File: src/rtl/rcs_defines.vh
// constants shared by the readout character sequencer files
// assumes a 40 MHz ref_clk; the sequencer steps at a 5 MHz rate
`ifndef RCS_DEFINES_VH
`define RCS_DEFINES_VH

// ==========================================
// timing
`define RCS_REF_MHZ        40
`define RCS_STATE_NS       200
`define RCS_STATE_CYCLES   ((`RCS_STATE_NS * `RCS_REF_MHZ + 999) / 1000)
`define RCS_BEAM_NS        600

// ==========================================
// rom word fields
`define RCS_ROM_NEXT_MSB   7
`define RCS_ROM_NEXT_LSB   4
`define RCS_ROM_SEL_MSB    3
`define RCS_ROM_SEL_LSB    1
`define RCS_ROM_FIXED      0

// ==========================================
// condition selects
`define RCS_SEL_START      3'h0
`define RCS_SEL_FIRST      3'h2
`define RCS_SEL_LASTDOT    3'h3
`define RCS_SEL_LINEEND    3'h4
`define RCS_SEL_LINELAST   3'h5

// ==========================================
// strobe word bits and idle value
`define RCS_STB_BEAM       2
`define RCS_STB_DOT        1
`define RCS_STB_CHAR       0
`define RCS_STB_IDLE       3'h7

// ==========================================
// display counter addresses and reset values
`define RCS_ADDR_FIRST     6'h0b
`define RCS_ADDR_LAST      6'h3f
`define RCS_STATE_RST      4'h0

`endif

File: src/rtl/rcs_readout_seq.v
// rom-driven sequencer that draws one readout line of dot characters
// assumes the display counter and the character rom sit outside and
// answer the step strobes within three ref_clk cycles
`timescale 1ns/1ps
`include "rcs_defines.vh"

module rcs_readout_seq #(
    parameter STATE_CYCLES = `RCS_STATE_CYCLES,
    parameter TICK_W       = 8
) (
    input  wire       ref_clk,
    input  wire       rst_n,
    input  wire       clk_en,
    input  wire       supply_settled,
    input  wire       display_run,
    input  wire       readout_start,
    input  wire       last_dot_n,
    input  wire       line_end_flag,
    input  wire [5:0] char_addr,
    output reg        readout_beam_on_n,
    output reg        dot_step_n,
    output reg        char_advance_n,
    output reg  [3:0] seq_state,
    output reg        seq_held
);

    // ==========================================
    // state codes
    localparam [3:0] ST_IDLE     = 4'h0;  // parked, strobes idle
    localparam [3:0] ST_WAIT     = 4'h1;  // waiting for start request
    localparam [3:0] ST_SKIP_LO  = 4'h2;  // release char strobe in skip
    localparam [3:0] ST_SKIP_HI  = 4'h3;  // step counter toward slot 11
    localparam [3:0] ST_CHAR     = 4'h4;  // start of a character
    localparam [3:0] ST_SETTLE   = 4'h5;  // deflection settling delay
    localparam [3:0] ST_DOTTEST  = 4'h6;  // test for last dot
    localparam [3:0] ST_DOTGO    = 4'h7;  // not last dot, go draw
    localparam [3:0] ST_BEAM0    = 4'h8;  // beam on, first period
    localparam [3:0] ST_BEAM1    = 4'h9;  // beam on, second period
    localparam [3:0] ST_BEAM2    = 4'ha;  // beam on, third period
    localparam [3:0] ST_DOTSTEP  = 4'hb;  // advance dot counter
    localparam [3:0] ST_SPARE    = 4'hc;  // unused code
    localparam [3:0] ST_NEXTCHAR = 4'hd;  // step counter, test line end
    localparam [3:0] ST_TAIL_LO  = 4'he;  // release char strobe in tail
    localparam [3:0] ST_TAIL_HI  = 4'hf;  // step counter toward slot 63

    // ==========================================
    // sequence rom: {next[3:0], select[2:0], fixed}
    function [7:0] rom_word;
        input [3:0] st;
        begin
            case (st)
                // state 0 always loads 1
                ST_IDLE:     rom_word = {ST_WAIT, 3'h0, 1'b1};
                // a held test reloads 1
                ST_WAIT:     rom_word = {ST_WAIT, `RCS_SEL_START, 1'b0};
                ST_SKIP_LO:  rom_word = {ST_SKIP_HI, 3'h0, 1'b1};
                // missing address 11 returns to 2
                ST_SKIP_HI:  rom_word = {ST_SKIP_LO, `RCS_SEL_FIRST, 1'b0};
                ST_CHAR:     rom_word = {ST_SETTLE, 3'h0, 1'b1};
                ST_SETTLE:   rom_word = {ST_DOTTEST, 3'h0, 1'b1};
                // last dot loads D, otherwise count to 7
                ST_DOTTEST:  rom_word = {ST_NEXTCHAR, `RCS_SEL_LASTDOT, 1'b0};
                ST_DOTGO:    rom_word = {ST_BEAM0, 3'h0, 1'b1};
                ST_BEAM0:    rom_word = {ST_BEAM1, 3'h0, 1'b1};
                ST_BEAM1:    rom_word = {ST_BEAM2, 3'h0, 1'b1};
                ST_BEAM2:    rom_word = {ST_DOTSTEP, 3'h0, 1'b1};
                ST_DOTSTEP:  rom_word = {ST_SETTLE, 3'h0, 1'b1};
                // line not ended reloads 4
                ST_NEXTCHAR: rom_word = {ST_CHAR, `RCS_SEL_LINEEND, 1'b0};
                ST_TAIL_LO:  rom_word = {ST_TAIL_HI, 3'h0, 1'b1};
                // missing address 63 returns to E
                ST_TAIL_HI:  rom_word = {ST_TAIL_LO, `RCS_SEL_LINELAST, 1'b0};
                // spare code parks the sequencer
                default:     rom_word = {ST_IDLE, 3'h0, 1'b1};
            endcase
        end
    endfunction

    // ==========================================
    // strobe rom: {beam_n, dot_n, char_n}, all active low
    function [2:0] strobe_word;
        input [3:0] st;
        begin
            case (st)
                ST_SKIP_HI:  strobe_word = 3'h6;
                ST_BEAM0:    strobe_word = 3'h3;
                ST_BEAM1:    strobe_word = 3'h3;
                ST_BEAM2:    strobe_word = 3'h3;
                ST_DOTSTEP:  strobe_word = 3'h5;
                ST_NEXTCHAR: strobe_word = 3'h6;
                ST_TAIL_HI:  strobe_word = 3'h6;
                // state 0, the release states and spares stay idle
                default:     strobe_word = `RCS_STB_IDLE;
            endcase
        end
    endfunction

    // ==========================================
    // display counter address compare, used for both skip targets
    function addr_match;
        input [5:0] addr;
        input [5:0] target;
        begin
            addr_match = (addr == target);
        end
    endfunction

    // ==========================================
    // synchronised pins
    wire [10:0] pins_sync;       // all pin inputs after three stages
    wire       settled_s;        // supply settled
    wire       run_s;            // display run
    wire       start_s;          // readout start request
    wire       last_dot_n_s;     // last dot of character, active low
    wire       line_end_s;       // end of readout line
    wire [5:0] addr_s;           // display counter low address bits
    wire       tick;             // one-cycle 5 MHz step enable

    // every pin comes from outside logic, so all share one chain
    // five single levels plus the six address bits make eleven
    rcs_sync #(
        .WIDTH (11)
    ) u_sync (
        .ref_clk  (ref_clk),
        .rst_n    (rst_n),
        .clk_en   (clk_en),
        .async_in ({supply_settled, display_run, readout_start,
                    last_dot_n, line_end_flag, char_addr}),
        .sync_out (pins_sync)
    );

    assign settled_s    = pins_sync[10];
    assign run_s        = pins_sync[9];
    assign start_s      = pins_sync[8];
    assign last_dot_n_s = pins_sync[7];
    assign line_end_s   = pins_sync[6];
    assign addr_s       = pins_sync[5:0] & 6'h3f;

    // ==========================================
    // hold and step timing
    wire hold;                   // sequencer forced to state 0

    // either power or the display run level low holds state 0
    assign hold = ~(settled_s & run_s);

    // the divider restarts under hold so state 0 lasts a full period
    rcs_tick #(
        .DIV   (STATE_CYCLES),
        .CNT_W (TICK_W)
    ) u_tick (
        .ref_clk (ref_clk),
        .rst_n   (rst_n),
        .clk_en  (clk_en),
        .clear   (hold),
        .tick    (tick)
    );

    // ==========================================
    // state register and decision
    reg  [3:0] state_reg;        // current sequence state
    reg  [3:0] state_next;       // state after the next step
    reg  [7:0] word;             // rom word of the current state
    reg        cond;             // selected condition level
    reg  [4:0] incr;             // incremented state, carry kept apart

    // pick the condition named by the select field
    always @* begin
        word = rom_word(state_reg);
        case (word[`RCS_ROM_SEL_MSB:`RCS_ROM_SEL_LSB])
            `RCS_SEL_START:    cond = start_s;
            // slot 11 is the first shown character on each line
            `RCS_SEL_FIRST:    cond = addr_match(addr_s, `RCS_ADDR_FIRST);
            `RCS_SEL_LASTDOT:  cond = last_dot_n_s;
            `RCS_SEL_LINEEND:  cond = line_end_s;
            `RCS_SEL_LINELAST: cond = addr_match(addr_s, `RCS_ADDR_LAST);
            // unwired selector inputs read low, which forces a load
            default:           cond = 1'b0;
        endcase
    end

    // fixed states load; decision states count on a true test
    always @* begin
        incr = {1'b0, state_reg} + 5'h01;
        if (word[`RCS_ROM_FIXED]) begin
            // fixed bit high disables the test entirely
            state_next = word[`RCS_ROM_NEXT_MSB:`RCS_ROM_NEXT_LSB];
        end else if (cond) begin
            // true test increments: 1->2, 3->4, 6->7, D->E, F->0
            state_next = incr[3:0];
        end else begin
            // false test parallel-loads the rom next state
            state_next = word[`RCS_ROM_NEXT_MSB:`RCS_ROM_NEXT_LSB];
        end
    end

    // ==========================================
    // state update; the 2/3 and E/F loops fall out of the rom table
    always @(posedge ref_clk) begin
        if (!rst_n) begin
            state_reg <= `RCS_STATE_RST;
        end else if (clk_en) begin
            if (hold) begin
                // held at zero as long as either level is low
                state_reg <= `RCS_STATE_RST;
            end else if (tick) begin
                // one step per 5 MHz period; 200 ns per state
                state_reg <= state_next;
            end
        end
    end

    // ==========================================
    // registered outputs
    // strobes are looked up from the state being entered so that
    // each pin changes in the same ref_clk edge as the state
    reg [2:0] stb_next;          // strobe pattern for the next cycle
    reg [3:0] state_out_next;    // state shown on seq_state

    always @* begin
        if (hold) begin
            stb_next       = `RCS_STB_IDLE;
            state_out_next = `RCS_STATE_RST;
        end else if (tick) begin
            stb_next       = strobe_word(state_next);
            state_out_next = state_next;
        end else begin
            stb_next       = strobe_word(state_reg);
            state_out_next = state_reg;
        end
    end

    // output flops; each strobe lasts whole state periods, three for the beam, unless hold ends it early
    always @(posedge ref_clk) begin
        if (!rst_n) begin
            readout_beam_on_n <= 1'b1;
            dot_step_n        <= 1'b1;
            char_advance_n    <= 1'b1;
            seq_state         <= `RCS_STATE_RST;
            seq_held          <= 1'b1;
        end else if (clk_en) begin
            readout_beam_on_n <= stb_next[`RCS_STB_BEAM];
            dot_step_n        <= stb_next[`RCS_STB_DOT];
            char_advance_n    <= stb_next[`RCS_STB_CHAR];
            seq_state         <= state_out_next;
            seq_held          <= hold;
        end
    end

endmodule

File: src/rtl/rcs_sync.v
// three-stage input synchroniser for asynchronous levels
// assumes inputs come from outside ref_clk's domain
`timescale 1ns/1ps
`include "rcs_defines.vh"

module rcs_sync #(
    parameter WIDTH = 10
) (
    input  wire             ref_clk,
    input  wire             rst_n,
    input  wire             clk_en,
    input  wire [WIDTH-1:0] async_in,
    output reg  [WIDTH-1:0] sync_out
);

    reg [WIDTH-1:0] stage1_reg;  // first stage, read only by stage2
    reg [WIDTH-1:0] stage2_reg;  // second stage
    reg [WIDTH-1:0] stage3_reg;  // third stage

    // ==========================================
    // shift chain; a bit is accepted once stages two and three agree
    always @(posedge ref_clk) begin
        if (!rst_n) begin
            stage1_reg <= {WIDTH{1'b0}};
            stage2_reg <= {WIDTH{1'b0}};
            stage3_reg <= {WIDTH{1'b0}};
            sync_out   <= {WIDTH{1'b0}};
        end else if (clk_en) begin
            stage1_reg <= async_in;
            stage2_reg <= stage1_reg;
            stage3_reg <= stage2_reg;
            // per-bit agreement filters a single-cycle disagreement
            sync_out   <= (stage2_reg & stage3_reg) | (sync_out & (stage2_reg | stage3_reg));
        end
    end

endmodule

File: src/rtl/rcs_tick.v
// divider producing the one-cycle state-step enable
// assumes clear restarts the period so the first state is full length
`timescale 1ns/1ps
`include "rcs_defines.vh"

module rcs_tick #(
    parameter DIV   = 8,
    parameter CNT_W = 8
) (
    input  wire ref_clk,
    input  wire rst_n,
    input  wire clk_en,
    input  wire clear,
    output reg  tick
);

    localparam integer     LAST_I = DIV - 1;            // terminal count, full width
    localparam [CNT_W-1:0] LAST   = LAST_I[CNT_W-1:0];  // terminal count, cut to counter

    reg [CNT_W-1:0] cnt_reg;  // ref_clk cycles within one state period

    // ==========================================
    // count ref_clk cycles; pulse tick for one cycle per period
    always @(posedge ref_clk) begin
        if (!rst_n) begin
            cnt_reg <= {CNT_W{1'b0}};
            tick    <= 1'b0;
        end else if (clk_en) begin
            if (clear) begin
                cnt_reg <= {CNT_W{1'b0}};
                tick    <= 1'b0;
            end else if (cnt_reg == LAST) begin
                cnt_reg <= {CNT_W{1'b0}};
                tick    <= 1'b1;
            end else begin
                cnt_reg <= cnt_reg + {{(CNT_W-1){1'b0}}, 1'b1};
                tick    <= 1'b0;
            end
        end
    end

endmodule
File: config.mk
export PLATFORM = sky130hd
export DESIGN_NAME = rcs_readout_seq
export DESIGN_NICKNAME = d
export VERILOG_FILES = /design/src/rtl/rcs_readout_seq.v /design/src/rtl/rcs_sync.v /design/src/rtl/rcs_tick.v
export VERILOG_INCLUDE_DIRS = /design/src /design/src/rtl
export SDC_FILE = /design/constraint.sdc
export NUM_CORES = 1
export LEC_CHECK = 0
export BUFFER_PORTS_ARGS = -buffer_cell sky130_fd_sc_hd__buf_2
export CORE_ASPECT_RATIO = 2
export CORE_MARGIN = 2
export CORE_UTILIZATION = 30
export CTS_BUF_LIST = sky130_fd_sc_hd__clkbuf_2 sky130_fd_sc_hd__clkbuf_4 sky130_fd_sc_hd__clkbuf_8
export DETAILED_ROUTE_END_ITERATION = 8
export GPL_TIMING_DRIVEN = 0
export PLACE_DENSITY_LB_ADDON = 0.3
export SYNTH_ARGS = -nofsm -noshare
export SYNTH_HDL_FRONTEND = slang
export SYNTH_SLANG_ARGS = --single-unit
export TNS_END_PERCENT = 30
File: constraint.sdc
create_clock -name ref_clk -period 6.3 [get_ports ref_clk]
set_input_delay 1.26 -clock ref_clk [delete_from_list [all_inputs] [get_ports ref_clk]]
set_output_delay 1.26 -clock ref_clk [all_outputs]
set_load 0.005 [all_outputs]
Word level (Yosys, flattened, before mapping)
Memories as Yosys holds them, arrays and structs flattened. A register that Yosys moved wholly into a read port is not among the register bits.
Cells that the tools add are included.

word-level totals
  memories = 1
  memory bits (read-only) = 128
  register bits after elaboration = 61

operators by class
  eq/ne operators = 22
  $add $sub $neg = 2
  reduce and logical (&&, ||, !) cells = 6
  multiplexer cells = 15
  bitwise operators = 6

memories
  name              depth  bits a word  read ports  clocked after Yosys merged registers in  wr ports  RTL line              RTL
  (name not given)  16     8            1           1                                        0         rcs_readout_seq.v:51  case (st)

operator list
  cell                                                    count
  equality test 4 bit (second input constant)             12
  2-to-1 mux 4 bit                                        6
  AND 11 bit                                              2
  bitwise OR 11 bit                                       2
  one-hot mux 3 bit (3 select lines)                      2
  2-to-1 mux 8 bit                                        2
  OR reduction 3 bit                                      4
  adder 8 x 1 -> 8 bit (second input constant)            1
  equality test 4 x 2 -> 1 bit (second input constant)    2
  equality test 8 x 3 -> 1 bit (second input constant)    1
  equality test 3 x 2 -> 1 bit (second input constant)    2
  equality test 3 bit (second input constant)             2
  equality test 6 x 4 -> 1 bit (second input constant)    1
  equality test 6 bit (second input constant)             1
  2-to-1 mux 3 bit                                        2
  one-hot mux 1 bit (5 select lines)                      1
  adder 4 x 1 -> 4 bit (second input constant)            1
  logical NOT 3 bit                                       1
  2-to-1 mux 1 bit                                        2
  inequality test 2 x 1 -> 1 bit (second input constant)  1
  AND reduction 2 bit                                     1
  AND 1 bit                                               1
  NOT 1 bit                                               1

Depth between registers and ports, before layout
  word-level depth = 9
  depth in mapped cells = 11
  gate-level depth less buffers = 11

Cells and area by module
Synthesis repeated with hierarchy kept, for this count alone.

second synthesis, totals
  cell total of the unflattened synthesis = 374
  area total of the unflattened synthesis = 3497.1 um^2

modules (own cells, without submodules)
  module           area each (um^2)  instances  cells each
  rcs_sync         1823.0            1          177
  rcs_readout_seq  1159.9            1          139
  rcs_tick         514.2             1          58

Worst setup path before layout
Ideal clock, no wire load.

  path type = input to register
  start point = in clk_en
  end point = reg word[4] (netlist name)
  arrival = 2.887 ns
  cell stages on the path = 9
  slack = 3.293 ns
  cell sequence = clkbuf_1 nand4_1 a2bb2oi_1 nor2b_1 inv_1 ha_1 inv_1 mux2i_1 a211o_1

on the way
  cells in the longest elaborated chain, start to end = 3

ends and longest elaborated chain
  item                                             RTL line              RTL
  from (decl)                                      rcs_readout_seq.v:13  input wire clk_en,
  AND reduction 2 bit (no source line)             -
  2-to-1 mux 4 bit (no source line) (2 in series)  -

No other way between the ends.
A chain may end at the register's enable or synchronous reset.

Worst setup path after layout
  start point = in clk_en
  end point = reg word[4] (netlist name)

on the way
  cells in the longest elaborated chain, start to end = 3

ends and longest elaborated chain
  item
  AND reduction 2 bit (no source line)
  2-to-1 mux 4 bit (no source line) (2 in series)

No other way between the ends.

==> impl_results.md <==
- Fraction of layout cells with a size suffix above 1: 0.114
- Total wire length: a little under 7 mm
- DRC Markers: 0
- Detailed Route Iter0 Violations: 90
- Setup Fix Bufs, Post-CTS: 0
- Power per Cell Area: 247 mW/mm^2
- Vias in the first global route: 2468
- Distinct cell type count after synthesis: 45
- Crit path DAT: 3.36 ns
- Remaining global-route overflow: 0
- Synth top area share: 0.423
- Area growth, synth to finish: 16.1%
- First-pass DRT Iterations: 4
- Worst Setup End Kind: register
- Routed Antenna Nets: 0
- Core Rows: 54
- Maximum vdd drop: 187 uV
- Most frequent cells in the layout: 69 x dfxtp_1, 40 x mux2i_1, 40 x nor2b_1, 29 x nand2_1, 22 x buf_2
- Root Buffer: clkbuf_8
- Tmin final: 3.12 ns
- # hold bufs at CTS: 0
- Setup violators final: 0
- Slew Viols, Final: 0
- Dominant cells by area after synthesis: dfxtp_1 42%, mux2i_1 12%, nor2b_1 7.7%, ha_1 5.0%, nand2_1 3.3%
- Yosys Warn Count: 0
- Routed via count: roughly 2500
- DR vias/cell: 4.68
- Total track usage: 0.129
- Num CTS Buffers: 9
- Worst-Skew Late Latency: 0.35 ns
- Slew HR: 0.438
- PnR worst setup slack: approximately 3.2 ns
- Pre-CTS setup slack: 2.82 ns
- Area leader, netlist: dfxtp_1
- DPL Wire Length: just under 5 mm
- Status: finished clean
- RSZ-0062 raised after global routing: no
- Core Footprint: 0.0107 mm^2
- Num ports: 22
- Sink Count: 69
- Max Cap Viol: 0
- GRT Max-Usage Layer: met2
- Synth Instances: between 300 and 400
- First-pass GRT wire length: 11.9 mm
- Setup CP Type: in2reg
- Cts repair resizes: 0
- Critical path launch point type: primary input
- Mean Syn Cell Area: 9.39 um^2
- Largest net degree at the start of global routing: 12
- Number of port buffers: 21
- Initial cell density of the core: 0.304
- Fin crit share: 0.495
- Syn Nets: between 300 and 400
- RD Place Congestion: 0.809
- HP Class: reg2reg
- DIE AREA: 0.0118 mm^2
- Max clock buf depth: 2
- Die Ht: 152 um
- Post-synthesis cell area: 0.00327 mm^2
- Flop and latch count out of synthesis: between 60 and 70
- Clk_skew: roughly 0.011 ns
- Antenna violations before repair: 0
- Final TNS setup: 0 ns
- CTS tree: built
- Commonest non-fill, non-tap cell in the layout: dfxtp_1
- Worst-Margin Slew: 0.843 ns
- Hold Fails Final Rpt: 0
- Final nets: 407
- CTS clk-pin slew, worst paths: ~0.070 ns
- Sequential area share after synthesis: 0.423
- GR Layer Usage met1: 0.157
- # H-tree levels: 3
- Max Freq: 321 MHz
- Crit Path Max Fanout: 10
- Global Route met2 Usage: 0.213
- GR met3 Demand/Resource: 0.0278
- Die span in x: between 70 and 80 um
- Lkg Pwr: ~1.5 nW
- Worst EP required: 6.54 ns
- Average wire per standard cell: 13.2 um
- Antenna diodes: 0
-- layer usage --
layer / part of all wire / vias up
li1: - / 1281
met1: 0.47 / 1135
met2: 0.47 / 29
met3: 0.027 / 14
met4: 0.028 / 0
met5: 0 / -
-- critical path: stages --
cell and delay [ns]:
buf_2 0.09, clkbuf_1 0.29, nand4_1 0.25, a2bb2oi_1 0.24, nor2b_1 0.38, inv_1 0.17, ha_1 0.25, inv_1 0.05
mux2i_1 0.06, a211o_1 0.31
-- path summary, 6_finish.rpt --
kind | from | to | slack, ns | cells after the start
min | seq_held$_SDFFE_PN1P_ | seq_held$_SDFFE_PN1P_ | 0.45 | 1
min reg2reg | seq_held$_SDFFE_PN1P_ | seq_held$_SDFFE_PN1P_ | 0.45 | 1
max | clk_en | word[4]$_DFF_P_ | 3.18 | 10
max reg2reg | u_sync.sync_out[2]$_SDFFE_PN0P_ | word[6]$_DFF_P_ | 3.41 | 9
-- Yosys cell counts, drive strengths merged --
cell and n:
buf 1, nor3 3, a22oi 1, nand2 29, nor3b 6, xor2 4
a21o 12, a21oi 6, nand2b 4, or4 2, nand3b 2, ha 13
xnor2 1, or2 2, or3 2, a211oi 2, o21ai 23, o211ai 2
o21a 2, o32ai 1, mux2 1, o31ai 1, a2bb2oi 2, nor2 15
a221oi 1, nor2b 40, a21boi 11, o311a 2, a211o 2, or4b 1
mux2i 40, nand3 7, and2 1, a32oi 1, o221ai 1, dfxtp 69
o22ai 1, clkbuf 14, nand4 5, inv 13, a32o 2
-- area by class of cell --
type | instances | area, um^2
fill | 1099 | 6950
multi-input combinational | 251 | 1780
sequential | 69 | 1380
tap | 140 | 175
clock buffer | 12 | 153
timing repair buffer | 21 | 105
clock inverter | 4 | 95.1
buffer | 15 | 57.6
inverter | 13 | 48.8
-- report_power, final --
| part | switching, mW | internal, mW |
|---|---|---|
| Combinational | 0.0249 | 0.0208 |
| Sequential | 0.00510 | 0.445 |
| Clock | 0.160 | 0.282 |
-- logic make-up (layout without fill, tap and decap cells) --
kind of cell / count (synthesis) / in the layout / share of synthesized area
simple gates: 119 / 119 / 0.195
flops: 69 / 69 / 0.423
xor+xnor: 5 / 5 / 0.0134
buf+inv: 28 / 65 / 0.0325
compound gates: 73 / 73 / 0.161
mux: 41 / 41 / 0.126
fa+ha+maj: 13 / 13 / 0.0498
-- through the flow --
stage | instance area, um^2 | instances | hold slack (ns) | total power, mW | utilization
final | 3800 | 525 | 0.448 | 0.937 | 0.353
after global routing | 3800 | 525 | 0.499 | 0.971 | 0.353
after CTS | 3800 | 525 | 0.456 | 0.952 | 0.353
after detailed placement | 3550 | 509 | 0.441 | 0.507 | 0.330
after global placement | 3550 | 509 | 0.440 | 0.506 | 0.330
after floorplan | 3270 | 348 | 0.453 | 0.489 | -
Note: power is estimated with default switching activity, not from simulation.
